**config.mk**
```make
export PLATFORM = sky130hd
export DESIGN_NAME = dyn_thresh_interval
export DESIGN_NICKNAME = d
export VERILOG_FILES = /design/src/core/dyn_thresh_pkg.sv /design/src/core/step_interval_timer.sv /design/src/core/dyn_thresh_interval.sv
export SDC_FILE = /design/constraint.sdc
export NUM_CORES = 1
export LEC_CHECK = 0
export ABC_AREA = 1
export BUFFER_PORTS_ARGS = -buffer_cell sky130_fd_sc_hd__clkbuf_2
export CAP_MARGIN = 5
export CORE_AREA = 3 3 111 113
export CTS_CLUSTER_DIAMETER = 150
export DETAILED_ROUTE_END_ITERATION = 16
export DIE_AREA = 0 0 114 116
export PLACE_DENSITY_LB_ADDON = 0.1
export SYNTH_ARGS = -nofsm -noshare
export SYNTH_HDL_FRONTEND = slang
export SYNTH_HIERARCHICAL = 1
export SYNTH_SLANG_ARGS = --single-unit
```
**constraint.sdc**
```tcl
create_clock -name clk_i -period 2.25 [get_ports clk_i]
set_input_delay 0.1125 -clock clk_i [delete_from_list [all_inputs] [get_ports clk_i]]
set_output_delay 0.1125 -clock clk_i [all_outputs]
set_load 0.02 [all_outputs]
```
**src/core/dyn_thresh_pkg.sv**
```systemverilog
package dyn_thresh_pkg;

    // register word indices; byte address is four times the index
    localparam logic [7:0] REG_CTRL1_IDX = 8'h36;
    localparam logic [7:0] REG_INTERVAL_IDX = 8'h37;
    localparam logic [7:0] REG_OPPOINT_R2_IDX = 8'h38;
    localparam logic [7:0] REG_STATUS_IDX = 8'h39;

    // reset values
    localparam logic [7:0] INTERVAL_RESET = 8'h00;
    localparam logic [7:0] CTRL1_RESET = 8'h00;
    localparam logic [7:0] OPPOINT_RESET = 8'h00;

    // interval register field positions
    localparam int REMOTE1_CODE_LSB = 0;
    localparam int LOCAL_CODE_LSB = 3;
    localparam int REMOTE2_CODE_LSB = 6;
    localparam int CODE_W = 3;

    // companion register field positions
    localparam int REMOTE2_CODE_MSB_BIT = 0;
    localparam int CAPTURE_EN_BIT = 4;

    // status register field positions
    localparam int STATUS_DEC_LSB = 0;
    localparam int STATUS_INC_LSB = 3;

    // channel numbering
    localparam int CH_LOCAL = 0;
    localparam int CH_REMOTE1 = 1;
    localparam int CH_REMOTE2 = 2;
    localparam int NUM_CH = 3;

    // interval lengths in monitoring cycles
    localparam int CNT_W = 10;
    localparam logic [9:0] DEC_BASE_CYCLES = 10'h004;
    localparam logic [9:0] INC_BASE_CYCLES = 10'h010;
    localparam logic [9:0] MAX_CYCLES = 10'h200;
    localparam logic [2:0] INC_SAT_CODE = 3'h5;

    // timebase: one monitoring cycle lasts 125 ms, clock is 250 MHz
    localparam int MON_CYCLE_US = 125000;
    localparam int CLK_FREQ_MHZ = 250;
    localparam int MON_CYCLE_CLKS = MON_CYCLE_US * CLK_FREQ_MHZ;
    localparam int TICK_W = 25;

endpackage : dyn_thresh_pkg

```
**src/core/step_interval_timer.sv**
```systemverilog
`timescale 1ns/10ps
module step_interval_timer (
    // clock and reset
    input wire logic clk_i,
    input wire logic rst_i,
    // timebase and loop events
    input wire logic tick_i,
    input wire logic restart_i,
    input wire logic [dyn_thresh_pkg::CODE_W-1:0] code_i,
    // permissions
    output logic dec_ok_o,
    output logic inc_ok_o
);
    import dyn_thresh_pkg::*;

    logic [CNT_W-1:0] count_q;
    logic [CNT_W-1:0] count_d;
    logic dec_ok_q;
    logic inc_ok_q;
    wire [CNT_W-1:0] dec_len;
    wire [CNT_W-1:0] inc_len;
    wire count_sat;

    assign dec_len = DEC_BASE_CYCLES << code_i;
    assign inc_len = (code_i >= INC_SAT_CODE) ? MAX_CYCLES : (INC_BASE_CYCLES << code_i);

    // counting stops at the longest interval, so the counter never wraps
    assign count_sat = (count_q >= MAX_CYCLES);

    always_comb begin
        count_d = count_q;
        if (restart_i) begin
            count_d = '0;
        end else if (tick_i && !count_sat) begin
            count_d = count_q + 10'h001;
        end
    end

    always_ff @(posedge clk_i) begin
        if (rst_i) begin
            count_q <= '0;
            dec_ok_q <= 1'b0;
            inc_ok_q <= 1'b0;
        end else begin
            count_q <= count_d;
            dec_ok_q <= (count_d >= dec_len);
            inc_ok_q <= (count_d >= inc_len);
        end
    end

    assign dec_ok_o = dec_ok_q;
    assign inc_ok_o = inc_ok_q;

endmodule : step_interval_timer

```
**src/core/dyn_thresh_interval.sv**
```systemverilog
// Operation
// - low three bits pick the remote 1 channel's step interval.
// - middle three bits pick the local channel's step interval.
// - remote 2 code: low bits from top bits, msb from companion register.
// - decrease intervals are 4 to 512 monitoring cycles, doubling per code.
// - increase intervals start at 16 cycles, double per code, saturate at 512.
// - reset clears the interval register, giving shortest intervals everywhere.
// - with capture enabled, alarm assertion copies remote 2 temperature to operating point.
//
// Design decision made here: register access over Wishbone.
`timescale 1ns/10ps
module dyn_thresh_interval #(
    parameter int MON_CLKS = dyn_thresh_pkg::MON_CYCLE_CLKS
) (
    // clock and reset
    input wire logic clk_i,
    input wire logic rst_i,
    // wishbone slave
    input wire logic cyc_i,
    input wire logic stb_i,
    input wire logic we_i,
    input wire logic [9:0] adr_i,
    input wire logic [3:0] sel_i,
    input wire logic [31:0] dat_i,
    output logic [31:0] dat_o,
    output logic ack_o,
    // threshold loop
    input wire logic [dyn_thresh_pkg::NUM_CH-1:0] step_done_i,
    output logic [dyn_thresh_pkg::NUM_CH-1:0] dec_allow_o,
    output logic [dyn_thresh_pkg::NUM_CH-1:0] inc_allow_o,
    output logic mon_tick_o,
    output logic [dyn_thresh_pkg::CODE_W-1:0] local_interval_code_o,
    output logic [dyn_thresh_pkg::CODE_W-1:0] remote1_interval_code_o,
    output logic [dyn_thresh_pkg::CODE_W-1:0] remote2_interval_code_o,
    // remote 2 operating point
    input wire logic thermal_alarm_pin_i,
    input wire logic [7:0] remote2_temp_i,
    output logic [7:0] remote2_oppoint_o
);
    import dyn_thresh_pkg::*;

    // register state
    logic [7:0] interval_q;
    logic [7:0] interval_d;
    logic remote2_code_msb_q;
    logic remote2_code_msb_d;
    logic remote2_oppoint_capture_en_q;
    logic remote2_oppoint_capture_en_d;
    logic [7:0] oppoint_q;
    logic [7:0] oppoint_d;
    logic ack_q;
    logic [31:0] rdata_q;
    logic [31:0] rdata_d;

    // timebase
    logic [TICK_W-1:0] tick_cnt_q;
    logic [TICK_W-1:0] tick_cnt_d;
    logic tick_q;

    // alarm synchroniser and edge detect
    logic alarm_meta_q;
    logic alarm_sync_q;
    logic alarm_prev_q;

    // bus decode
    wire bus_req;
    wire bus_write;
    wire lane0_write;
    wire [7:0] word_idx;
    wire hit_ctrl1;
    wire hit_interval;
    wire hit_oppoint;
    wire hit_status;
    wire [7:0] ctrl1_rd;
    wire [7:0] status_rd;

    // channel codes
    wire [CODE_W-1:0] local_code;
    wire [CODE_W-1:0] remote1_code;
    wire [CODE_W-1:0] remote2_code;
    wire [CODE_W-1:0] ch_code [NUM_CH];
    wire [NUM_CH-1:0] dec_ok;
    wire [NUM_CH-1:0] inc_ok;

    // alarm events
    wire alarm_rise;
    wire capture;

    // ack is registered, so every access takes exactly one wait state
    assign bus_req = cyc_i && stb_i && !ack_q;
    assign bus_write = bus_req && we_i;
    assign lane0_write = bus_write && sel_i[0];
    assign word_idx = adr_i[9:2];
    assign hit_ctrl1 = (word_idx == REG_CTRL1_IDX);
    assign hit_interval = (word_idx == REG_INTERVAL_IDX);
    assign hit_oppoint = (word_idx == REG_OPPOINT_R2_IDX);
    assign hit_status = (word_idx == REG_STATUS_IDX);

    assign remote1_code = interval_q[REMOTE1_CODE_LSB +: CODE_W];
    assign local_code = interval_q[LOCAL_CODE_LSB +: CODE_W];
    assign remote2_code = {remote2_code_msb_q, interval_q[REMOTE2_CODE_LSB +: 2]};

    assign ch_code[CH_LOCAL] = local_code;
    assign ch_code[CH_REMOTE1] = remote1_code;
    assign ch_code[CH_REMOTE2] = remote2_code;

    // readback layouts; unused bits read as zero
    assign ctrl1_rd = (8'h01 << REMOTE2_CODE_MSB_BIT) & {8{remote2_code_msb_q}}
                    | (8'h01 << CAPTURE_EN_BIT) & {8{remote2_oppoint_capture_en_q}};
    assign status_rd = {2'b00, inc_ok, dec_ok};

    assign alarm_rise = alarm_sync_q && !alarm_prev_q;
    assign capture = alarm_rise && remote2_oppoint_capture_en_q;

    // register writes
    always_comb begin
        interval_d = interval_q;
        remote2_code_msb_d = remote2_code_msb_q;
        remote2_oppoint_capture_en_d = remote2_oppoint_capture_en_q;
        oppoint_d = oppoint_q;
        if (lane0_write && hit_interval) begin
            interval_d = dat_i[7:0];
        end
        if (lane0_write && hit_ctrl1) begin
            remote2_code_msb_d = dat_i[REMOTE2_CODE_MSB_BIT];
            remote2_oppoint_capture_en_d = dat_i[CAPTURE_EN_BIT];
        end
        if (lane0_write && hit_oppoint) begin
            oppoint_d = dat_i[7:0];
        end
        if (capture) begin
            oppoint_d = remote2_temp_i;
        end
    end

    // read mux; unmapped words read as zero and still ack
    always_comb begin
        rdata_d = 32'h0000_0000;
        if (hit_interval) begin
            rdata_d = {24'h00_0000, interval_q};
        end else if (hit_ctrl1) begin
            rdata_d = {24'h00_0000, ctrl1_rd};
        end else if (hit_oppoint) begin
            rdata_d = {24'h00_0000, oppoint_q};
        end else if (hit_status) begin
            rdata_d = {24'h00_0000, status_rd};
        end
    end

    always_ff @(posedge clk_i) begin
        if (rst_i) begin
            interval_q <= INTERVAL_RESET;
            remote2_code_msb_q <= CTRL1_RESET[REMOTE2_CODE_MSB_BIT];
            remote2_oppoint_capture_en_q <= CTRL1_RESET[CAPTURE_EN_BIT];
            oppoint_q <= OPPOINT_RESET;
        end else begin
            interval_q <= interval_d;
            remote2_code_msb_q <= remote2_code_msb_d;
            remote2_oppoint_capture_en_q <= remote2_oppoint_capture_en_d;
            oppoint_q <= oppoint_d;
        end
    end

    always_ff @(posedge clk_i) begin
        if (rst_i) begin
            ack_q <= 1'b0;
            rdata_q <= 32'h0000_0000;
        end else begin
            ack_q <= bus_req;
            if (bus_req && !we_i) begin
                rdata_q <= rdata_d;
            end
        end
    end

    always_comb begin
        tick_cnt_d = tick_cnt_q + 25'h000_0001;
        if (tick_cnt_q >= TICK_W'(MON_CLKS - 1)) begin
            tick_cnt_d = '0;
        end
    end

    always_ff @(posedge clk_i) begin
        if (rst_i) begin
            tick_cnt_q <= '0;
            tick_q <= 1'b0;
        end else begin
            tick_cnt_q <= tick_cnt_d;
            tick_q <= (tick_cnt_q >= TICK_W'(MON_CLKS - 1));
        end
    end

    // alarm pin is asynchronous; only the second and third stages are looked at, never the first
    always_ff @(posedge clk_i) begin
        if (rst_i) begin
            alarm_meta_q <= 1'b0;
            alarm_sync_q <= 1'b0;
            alarm_prev_q <= 1'b0;
        end else begin
            alarm_meta_q <= thermal_alarm_pin_i;
            alarm_sync_q <= alarm_meta_q;
            alarm_prev_q <= alarm_sync_q;
        end
    end

    for (genvar ch = 0; ch < NUM_CH; ch++) begin : g_ch
        step_interval_timer u_timer (
            .clk_i(clk_i),
            .rst_i(rst_i),
            .tick_i(tick_q),
            .restart_i(step_done_i[ch]),
            .code_i(ch_code[ch]),
            .dec_ok_o(dec_ok[ch]),
            .inc_ok_o(inc_ok[ch])
        );
    end

    assign dat_o = rdata_q;
    assign ack_o = ack_q;
    assign dec_allow_o = dec_ok;
    assign inc_allow_o = inc_ok;
    assign mon_tick_o = tick_q;
    assign local_interval_code_o = local_code;
    assign remote1_interval_code_o = remote1_code;
    assign remote2_interval_code_o = remote2_code;
    assign remote2_oppoint_o = oppoint_q;

endmodule : dyn_thresh_interval

```
==> flow_metrics.tcl, run 1 <==
set metrics [dict create \
    status "finished, final reports clean" \
    port_buffers 66 \
    dpl.hpwl_microns 11400 \
    synthArstFlopShare_pct 0 \
    ant_nets 0 \
    grt.total_usage_pct 22.9 \
    drc_errors 0 \
    worst-path-buf-inv 1 \
    synthCells 934 \
    drv_slew 0 \
    grt_max_degree 26 \
    required_ns 2.50 \
    area_delta_synth_final_pct 16.3 \
    yosysMostFrequentCell "nand2_1" \
    cpMostUsedCell "nor2_2" \
    yosysTopAreaCell "dfxtp_1" \
    syn_area_sq_um 6210 \
    gp_congestion 0.891 \
    cap_violations 0 \
    cp.arrival_ns 2.42 \
    use_met2_pct 36.2 \
    rsz0062_at_grt "true" \
    die_width_microns 114 \
    synth-edff-count 0 \
    synth_area_leaders "dfxtp_1 (30%), nand2_1 (14%), ha_1 (9.9%), nor2_1 (9.2%), inv_1 (6.5%)" \
    nets 1129 \
    grt_pass1_vias 5299 \
    reg2reg_depth 13 \
    hold_viol_final 0 \
    p_comb_share_pct 5.9 \
    synth_fa_ha_area_share_pct 9.87 \
    power_density_nw_per_um2 452 \
    critPathLaunch "g_ch[0].u_timer/count_q[1]" \
    muxShareOfSynthArea_pct 0 \
    cts_made_buffers 9 \
    layout-drive-gt1-share_pct 19.5 \
    fin_crit_ns 2.17 \
    synth-seq-cells 92 \
    worst_r2r_endpoint "g_ch[0].u_timer/dec_ok_o" \
    crit_fanout 4 \
    clock_latency_ns 0.35 \
    cts_root_buf "clkbuf_16" \
    hold_class "in -> reg" \
    period_share_pct 96.3 \
    p_seq_share_pct 50.3 \
    vias 5826 \
    ys.flop_type "dfxtp_1" \
    synth_compound_area_share_pct 6.56 \
    busiest_layer "met2" \
    switching_power_w 0.000826 \
    final_cell_area_sq_um 7230 \
    synth.avg_cell_area_sq_um 6.65 \
    hold-path-cell-count 3 \
    synth_cell_type_count 39 \
    synth_xor_xnor_area_share_pct 3.52 \
    wl_microns 14800 \
    firstDrtPassIters 5 \
    die-area_sq_um 13200 \
    fmax_mhz 461 \
    switching_share_pct 25.3 \
    setup_viol 0 \
    crit_path_end_kind "flip-flop" \
    clk_pin_slew_worst_paths_ns 0.07 \
    drtIter0Drc 304 \
    hold_end "interval_q[2]" \
    met3_usage_pct 5.80 \
    tns_ns 0 \
    synth_commonest_cells "nand2_1 (235), nor2_1 (152), inv_1 (107), dfxtp_1 (92), nand3_1 (79)" \
    ios 120 \
    wl_per_cell_microns 12.7 \
    core_sq_um 11400 \
    synth-seq-area-share_pct 29.6 \
    cp_slowest_cell "dfxtp_4" \
    critical-path-max-stage-delay_ns 0.38 \
    die_y_microns 116 \
    placed_area_sq_um 6650 \
    path_delay_family "simple AND/OR/NAND/NOR gates" \
    initial_core_util_pct 54.4 \
    p_leak_nw 3.21 \
    gr-usage-met1_pct 31.8 \
    min_from "dat_i[2]" \
    rows 39 \
    synth-simple-area-share_pct 38.8 \
    yosysWarningCount 6 \
    clock_sinks 92 \
    p_int_w 0.00244 \
    p_clk_share_pct 43.8 \
    synth_top_family_by_area "simple AND/OR/NAND/NOR gates" \
    grt_pass1_wl_microns 24700 \
    overflow 0 \
    antenna_cells 0 \
    rrSetupSlack_ns 0.08 \
    crit_type "reg -> reg" \
    synth_top_area_share_pct 29.6 \
    h-tree-depth 3 \
    crit_chain "ha_4, nand3_4, nor3_4, nand3_2, xor2_2, nor2_2, ha_1, nand2_2, nor2_2, nand4_1, o2111ai_2, nand2_1, inv_1" \
    fillers 1118 \
    fin_skew_ns 0.00471 \
    cts_tree "done" \
    antenna_found_initial 0 \
    peakVddDrop_mv 0.584 \
    cts_buffer_depth 2 \
    vias_per_cell 5.00 \
    reg2reg_from "g_ch[0].u_timer/count_q[1]" \
    start_kind "flip-flop" \
]
==> repair_timing <==
action | in CTS | in global routing
resized for setup | 0 | 59
setup buffers | 0 | 9
endpoints found under the hold margin | 1 | 0
setup endpoints to repair | 0 | 6
hold buffers | 1 | 0
==> power by group through the flow <==
| stage | clock network [W] | logic [W] | registers [W] |
|---|---|---|---|
| after floorplan | 0 | 0.000146 | 0.00170 |
| after global placement | 0 | 0.000189 | 0.00169 |
| after detailed placement | 0 | 0.000189 | 0.00169 |
| after CTS | 0.00147 | 0.000191 | 0.00165 |
| after global routing | 0.00155 | 0.000219 | 0.00165 |
| final | 0.00143 | 0.000192 | 0.00164 |
==> kinds of logic after synthesis <==
logic type                 Yosys count
DFF                                 92
xor gates and xnor gates            25
buffers and inverters              160
other                                1
adders and majority gates           49
AOI/OAI and AO/OA                   72
and+or+nand+nor                    535
==> sequential cells by signal (all words and copies together) (netlist names) <==
name / flops
ack_o: 1
alarm_meta_q: 1
alarm_prev_q: 1
alarm_sync_q: 1
dat_o: 8
g_ch.u_timer/count_q: 30
g_ch.u_timer/dec_ok_o: 3
g_ch.u_timer/inc_ok_o: 3
interval_q: 8
mon_tick_o: 1
remote2_code_msb_q: 1
remote2_oppoint_capture_en_q: 1
remote2_oppoint_o: 8
tick_cnt_q: 25
==> cells in the final DEF, fill, tap and decap left out, types with 5 or more instances in the layout <==
cell type	count
nor2_2	16
inv_2	9
nand3_2	7
nor3_2	7
xor2_1	15
buf_4	25
nor2_4	7
nand4_1	12
nand3_1	78
dfxtp_4	6
conb_1	24
nor3_1	9
nand2_2	8
clkbuf_16	9
nand2_1	231
o21ai_0	20
ha_1	45
xor2_2	6
nand3b_1	5
inv_1	107
a21oi_1	34
dfxtp_1	80
nor2_1	143
clkbuf_2	66
dfxtp_2	6
==> worst reg2reg max path: cells and delay by family (launching register included) <==
kind                       cells  cell delay, ns
buffers and inverters          1            0.03
AOI/OAI and AO/OA              1            0.11
adders and majority gates      2            0.41
and+or+nand+nor                8            0.93
DFF                            1            0.38
xor gates and xnor gates       1            0.20
==> worst max-delay path by stage <==
stage | to | slack [ns] | cells after the start
after floorplan | g_ch[0].u_timer/dec_ok_o | 0.10 | 14
after global placement | g_ch[1].u_timer/dec_ok_o | 0.11 | 15
after detailed placement | g_ch[2].u_timer/inc_ok_o | 0.06 | 16
after CTS | g_ch[2].u_timer/inc_ok_o | 0.06 | 16
after global routing | g_ch[0].u_timer/dec_ok_o | -0.07 | 13
final | g_ch[0].u_timer/dec_ok_o | 0.08 | 13
==> area by class of cell <==
cell class | count | area (sq um) | share of cell area, %
repair buffers | 92 | 528 | 7.31
clock buffers | 9 | 225 | 3.12
multi-input cells | 705 | 3930 | 54.4
flip-flops and latches | 92 | 1870 | 25.9
inverters | 117 | 439 | 6.08
well taps | 143 | 179 | 2.48
clock inverters | 7 | 52.6 | 0.727
==> metrics by stage <==
stage	hold WS, ns	instances	util, %	setup WS, ns	total power (W)
6_report	0.0170	1165	63.3	0.0823	0.00327
5_1_grt	0.00384	1165	63.3	-0.0658	0.00341
4_1_cts	0.00282	1156	60.8	0.0613	0.00332
3_5_place_dp	0.310	1139	58.2	0.0605	0.00188
3_3_place_gp	0.312	1139	58.2	0.107	0.00188
2_1_floorplan	0.182	957	-	0.105	0.00184
==> routing by layer <==
metal | routed length, microns | up-vias
met2 | 6620 | 143
met5 | 0 | -
li1 | - | 3073
met1 | 7200 | 2597
met4 | 154 | 0
met3 | 814 | 13
Power figures use the tool's default switching activity.
==> run 2: changes to the inputs <==
--- a/config.mk
+++ b/config.mk
@@ -8,10 +8,10 @@
 export ABC_AREA = 1
 export BUFFER_PORTS_ARGS = -buffer_cell sky130_fd_sc_hd__clkbuf_2
 export CAP_MARGIN = 5
-export CORE_AREA = 3 3 111 113
+export CORE_AREA = 3 3 110 112
 export CTS_CLUSTER_DIAMETER = 150
 export DETAILED_ROUTE_END_ITERATION = 16
-export DIE_AREA = 0 0 114 116
+export DIE_AREA = 0 0 113 115
 export PLACE_DENSITY_LB_ADDON = 0.1
 export SYNTH_ARGS = -nofsm -noshare
 export SYNTH_HDL_FRONTEND = slang
==> run 2 against run 1 <==
  * Clock skew increased by 0.0012 ns
  * Non-clock buffer count shrank 1
  * Sequential cell count unchanged
  * Final cell count hardly changed
  * Register-to-register slack hardly changed
  * Via count fell by 0.91%
  * Core utilization is 0.28 points higher
  * Routed wire length rose by 0.11%
  * Combinational power is 3% higher
  * First-iteration DRC count increased by 8.9%
  * Count of clock-buffer cells in the layout rose by 1
  * Critical path type unchanged
  * Largest cell class unchanged
==> flow_metrics.tcl, run 2 (synthesis results as in run 1) <==
set metrics [dict create \
    status "finished, final reports clean" \
    area_delta_synth_final_pct 15.8 \
    drv_slew 0 \
    fmax_mhz 462 \
    largest_register_ffs 30 \
    port_buffers 66 \
    cts_made_buffers 9 \
    cts_root_buf "clkbuf_16" \
    clock_latency_ns 0.35 \
    placed_cells 1139 \
    final_cell_area_sq_um 7200 \
    fin_crit_ns 2.16 \
    routed-wl-met2_microns 6580 \
    grt_max_degree 26 \
    cts_buffer_depth 2 \
    die_y_microns 115 \
    grt.total_usage_pct 22.7 \
    die_width_microns 113 \
    cts_tree "done" \
    finalWorstSetupSlack_ns 0.0866 \
    switching_power_w 0.000824 \
    clock_sinks 92 \
    period_share_pct 96.1 \
    crit_fanout 4 \
    drc_errors 0 \
    switching_share_pct 24.3 \
    core_sq_um 11300 \
    rows 39 \
    vias 5773 \
    regArea_sq_um 1860 \
    crit_type "reg -> reg" \
    start_kind "flip-flop" \
    layout-drive-gt1-share_pct 17.9 \
    dpl.hpwl_microns 11300 \
    overflow 0 \
    p_seq_share_pct 48.6 \
    topRoutingLayerUsed "met4" \
    drtIter0Drc 331 \
    fin_skew_ns 0.00589 \
    wl_microns 14800 \
    top_regs "g_ch.u_timer/count_q: 30 flops, tick_cnt_q: 25 flops" \
    fillers 1098 \
    drt-met1-wl_microns 7270 \
    grt_pass1_vias 5133 \
    placed_area_sq_um 6650 \
    hold_class "in -> reg" \
    setup_viol 0 \
    final_common_cell "nand2_1" \
    ant_nets 0 \
    initial_core_util_pct 54.9 \
    h-tree-depth 3 \
    hold_viol_final 0 \
    p_clk_share_pct 45.6 \
    crit_path_end_kind "flip-flop" \
    met3_length_microns 693 \
    grt_pass1_wl_microns 24200 \
    rsz0062_at_grt "true" \
    p_int_w 0.00257 \
    clk_pin_slew_worst_paths_ns 0.07 \
    multi_input_area_sq_um 3880 \
    wl_per_cell_microns 12.7 \
    power_density_nw_per_um2 471 \
    firstDrtPassIters 4 \
    tns_ns 0 \
    required_ns 2.54 \
    die-area_sq_um 13000 \
    fin_cells 1164 \
    vias_per_cell 4.96 \
    regMostFlops "g_ch.u_timer/count_q" \
    ios 120 \
    nets 1128 \
    antenna_found_initial 0 \
    gp_congestion 0.917 \
    antenna_cells 0 \
    peakVddDrop_mv 0.500 \
    p_leak_nw 3.21 \
    cp.arrival_ns 2.46 \
    p_comb_share_pct 5.8 \
    finalHoldWorstSlack_ns 0.0286 \
    pre_cts_ws_ns 0.0900 \
    cap_violations 0 \
    final_cell_mix "nand2_1 (231), nor2_1 (144), inv_1 (107)" \
]
## run 2: changes by cell type in the layout (fill, tap and decap cells not counted), moves of 2 or more
| cell | previous run | this run |
|---|---|---|
| buf_4 | 25 | 19 |
| dfxtp_1 | 80 | 84 |
| dlygate4sd3_1 | 1 | 5 |
| ha_4 | 4 | 1 |
| clkinv_2 | 2 | 0 |
| dfxtp_2 | 6 | 4 |
| dfxtp_4 | 6 | 4 |
| ha_2 | 0 | 2 |
| nand3_2 | 7 | 5 |
## run 2: path summary, 6_finish.rpt
check,cells past startpoint,from,slack [ns],endpoint
worst max register to register,14,mon_tick_o,0.09,g_ch[2].u_timer/dec_ok_o
worst min-delay path,3,dat_i[0],0.03,interval_q[0]
worst max-delay path,14,mon_tick_o,0.09,g_ch[2].u_timer/dec_ok_o
worst min register to register,2,alarm_meta_q,0.41,alarm_sync_q
## run 2: area by class of cell
type | instances | share of cell area, %
inverter | 117 | 6.10
multi-input combinational | 705 | 53.9
tap | 143 | 2.49
clock inverter | 6 | 1.01
sequential | 92 | 25.9
timing repair buffer | 91 | 7.42
clock buffer | 10 | 3.18
## run 2: power by group through the flow
stage,sequential [W],combinational (W),clock [W]
after floorplan,0.00170,0.000146,0
after global placement,0.00169,0.000188,0
after detailed placement,0.00169,0.000190,0
after CTS,0.00165,0.000197,0.00159
after global routing,0.00165,0.000221,0.00165
final,0.00165,0.000198,0.00155
## run 2: metrics by stage
step / util, % / power, W
finish: 63.6 / 0.00339
global route: 63.6 / 0.00351
CTS: 61.8 / 0.00344
detailed placement: 58.7 / 0.00188
global placement: 58.7 / 0.00188
floorplan: - / 0.00184
## run 2: what timing repair did
action                                  4_1_cts  5_1_grt
setup buffers                                 0        4
hold buffers                                  5        0
hold endpoints to repair                      5        0
endpoints found under the setup margin        0        6
gates resized for setup                       0       46
## run 2: routing by layer
layer | vias up | track usage (%)
li1 | 3070 | -
met1 | 2565 | 32.2
met2 | 120 | 34.8
met3 | 18 | 4.58
met4 | 0 | 7.37
met5 | - | 0
## run 2: critical path, stage by stage (launching register included)
cell and delay [ns]:
dfxtp_4 0.37, inv_2 0.05, nor2_4 0.15, nand3_4 0.10, nor3_4 0.29, nand3_2 0.13, xor2_2 0.19, nor2_2 0.07
ha_1 0.29, nand2_2 0.05, nor2_2 0.09, nand4_1 0.09, o2111ai_1 0.10, nand2_1 0.07, inv_1 0.06
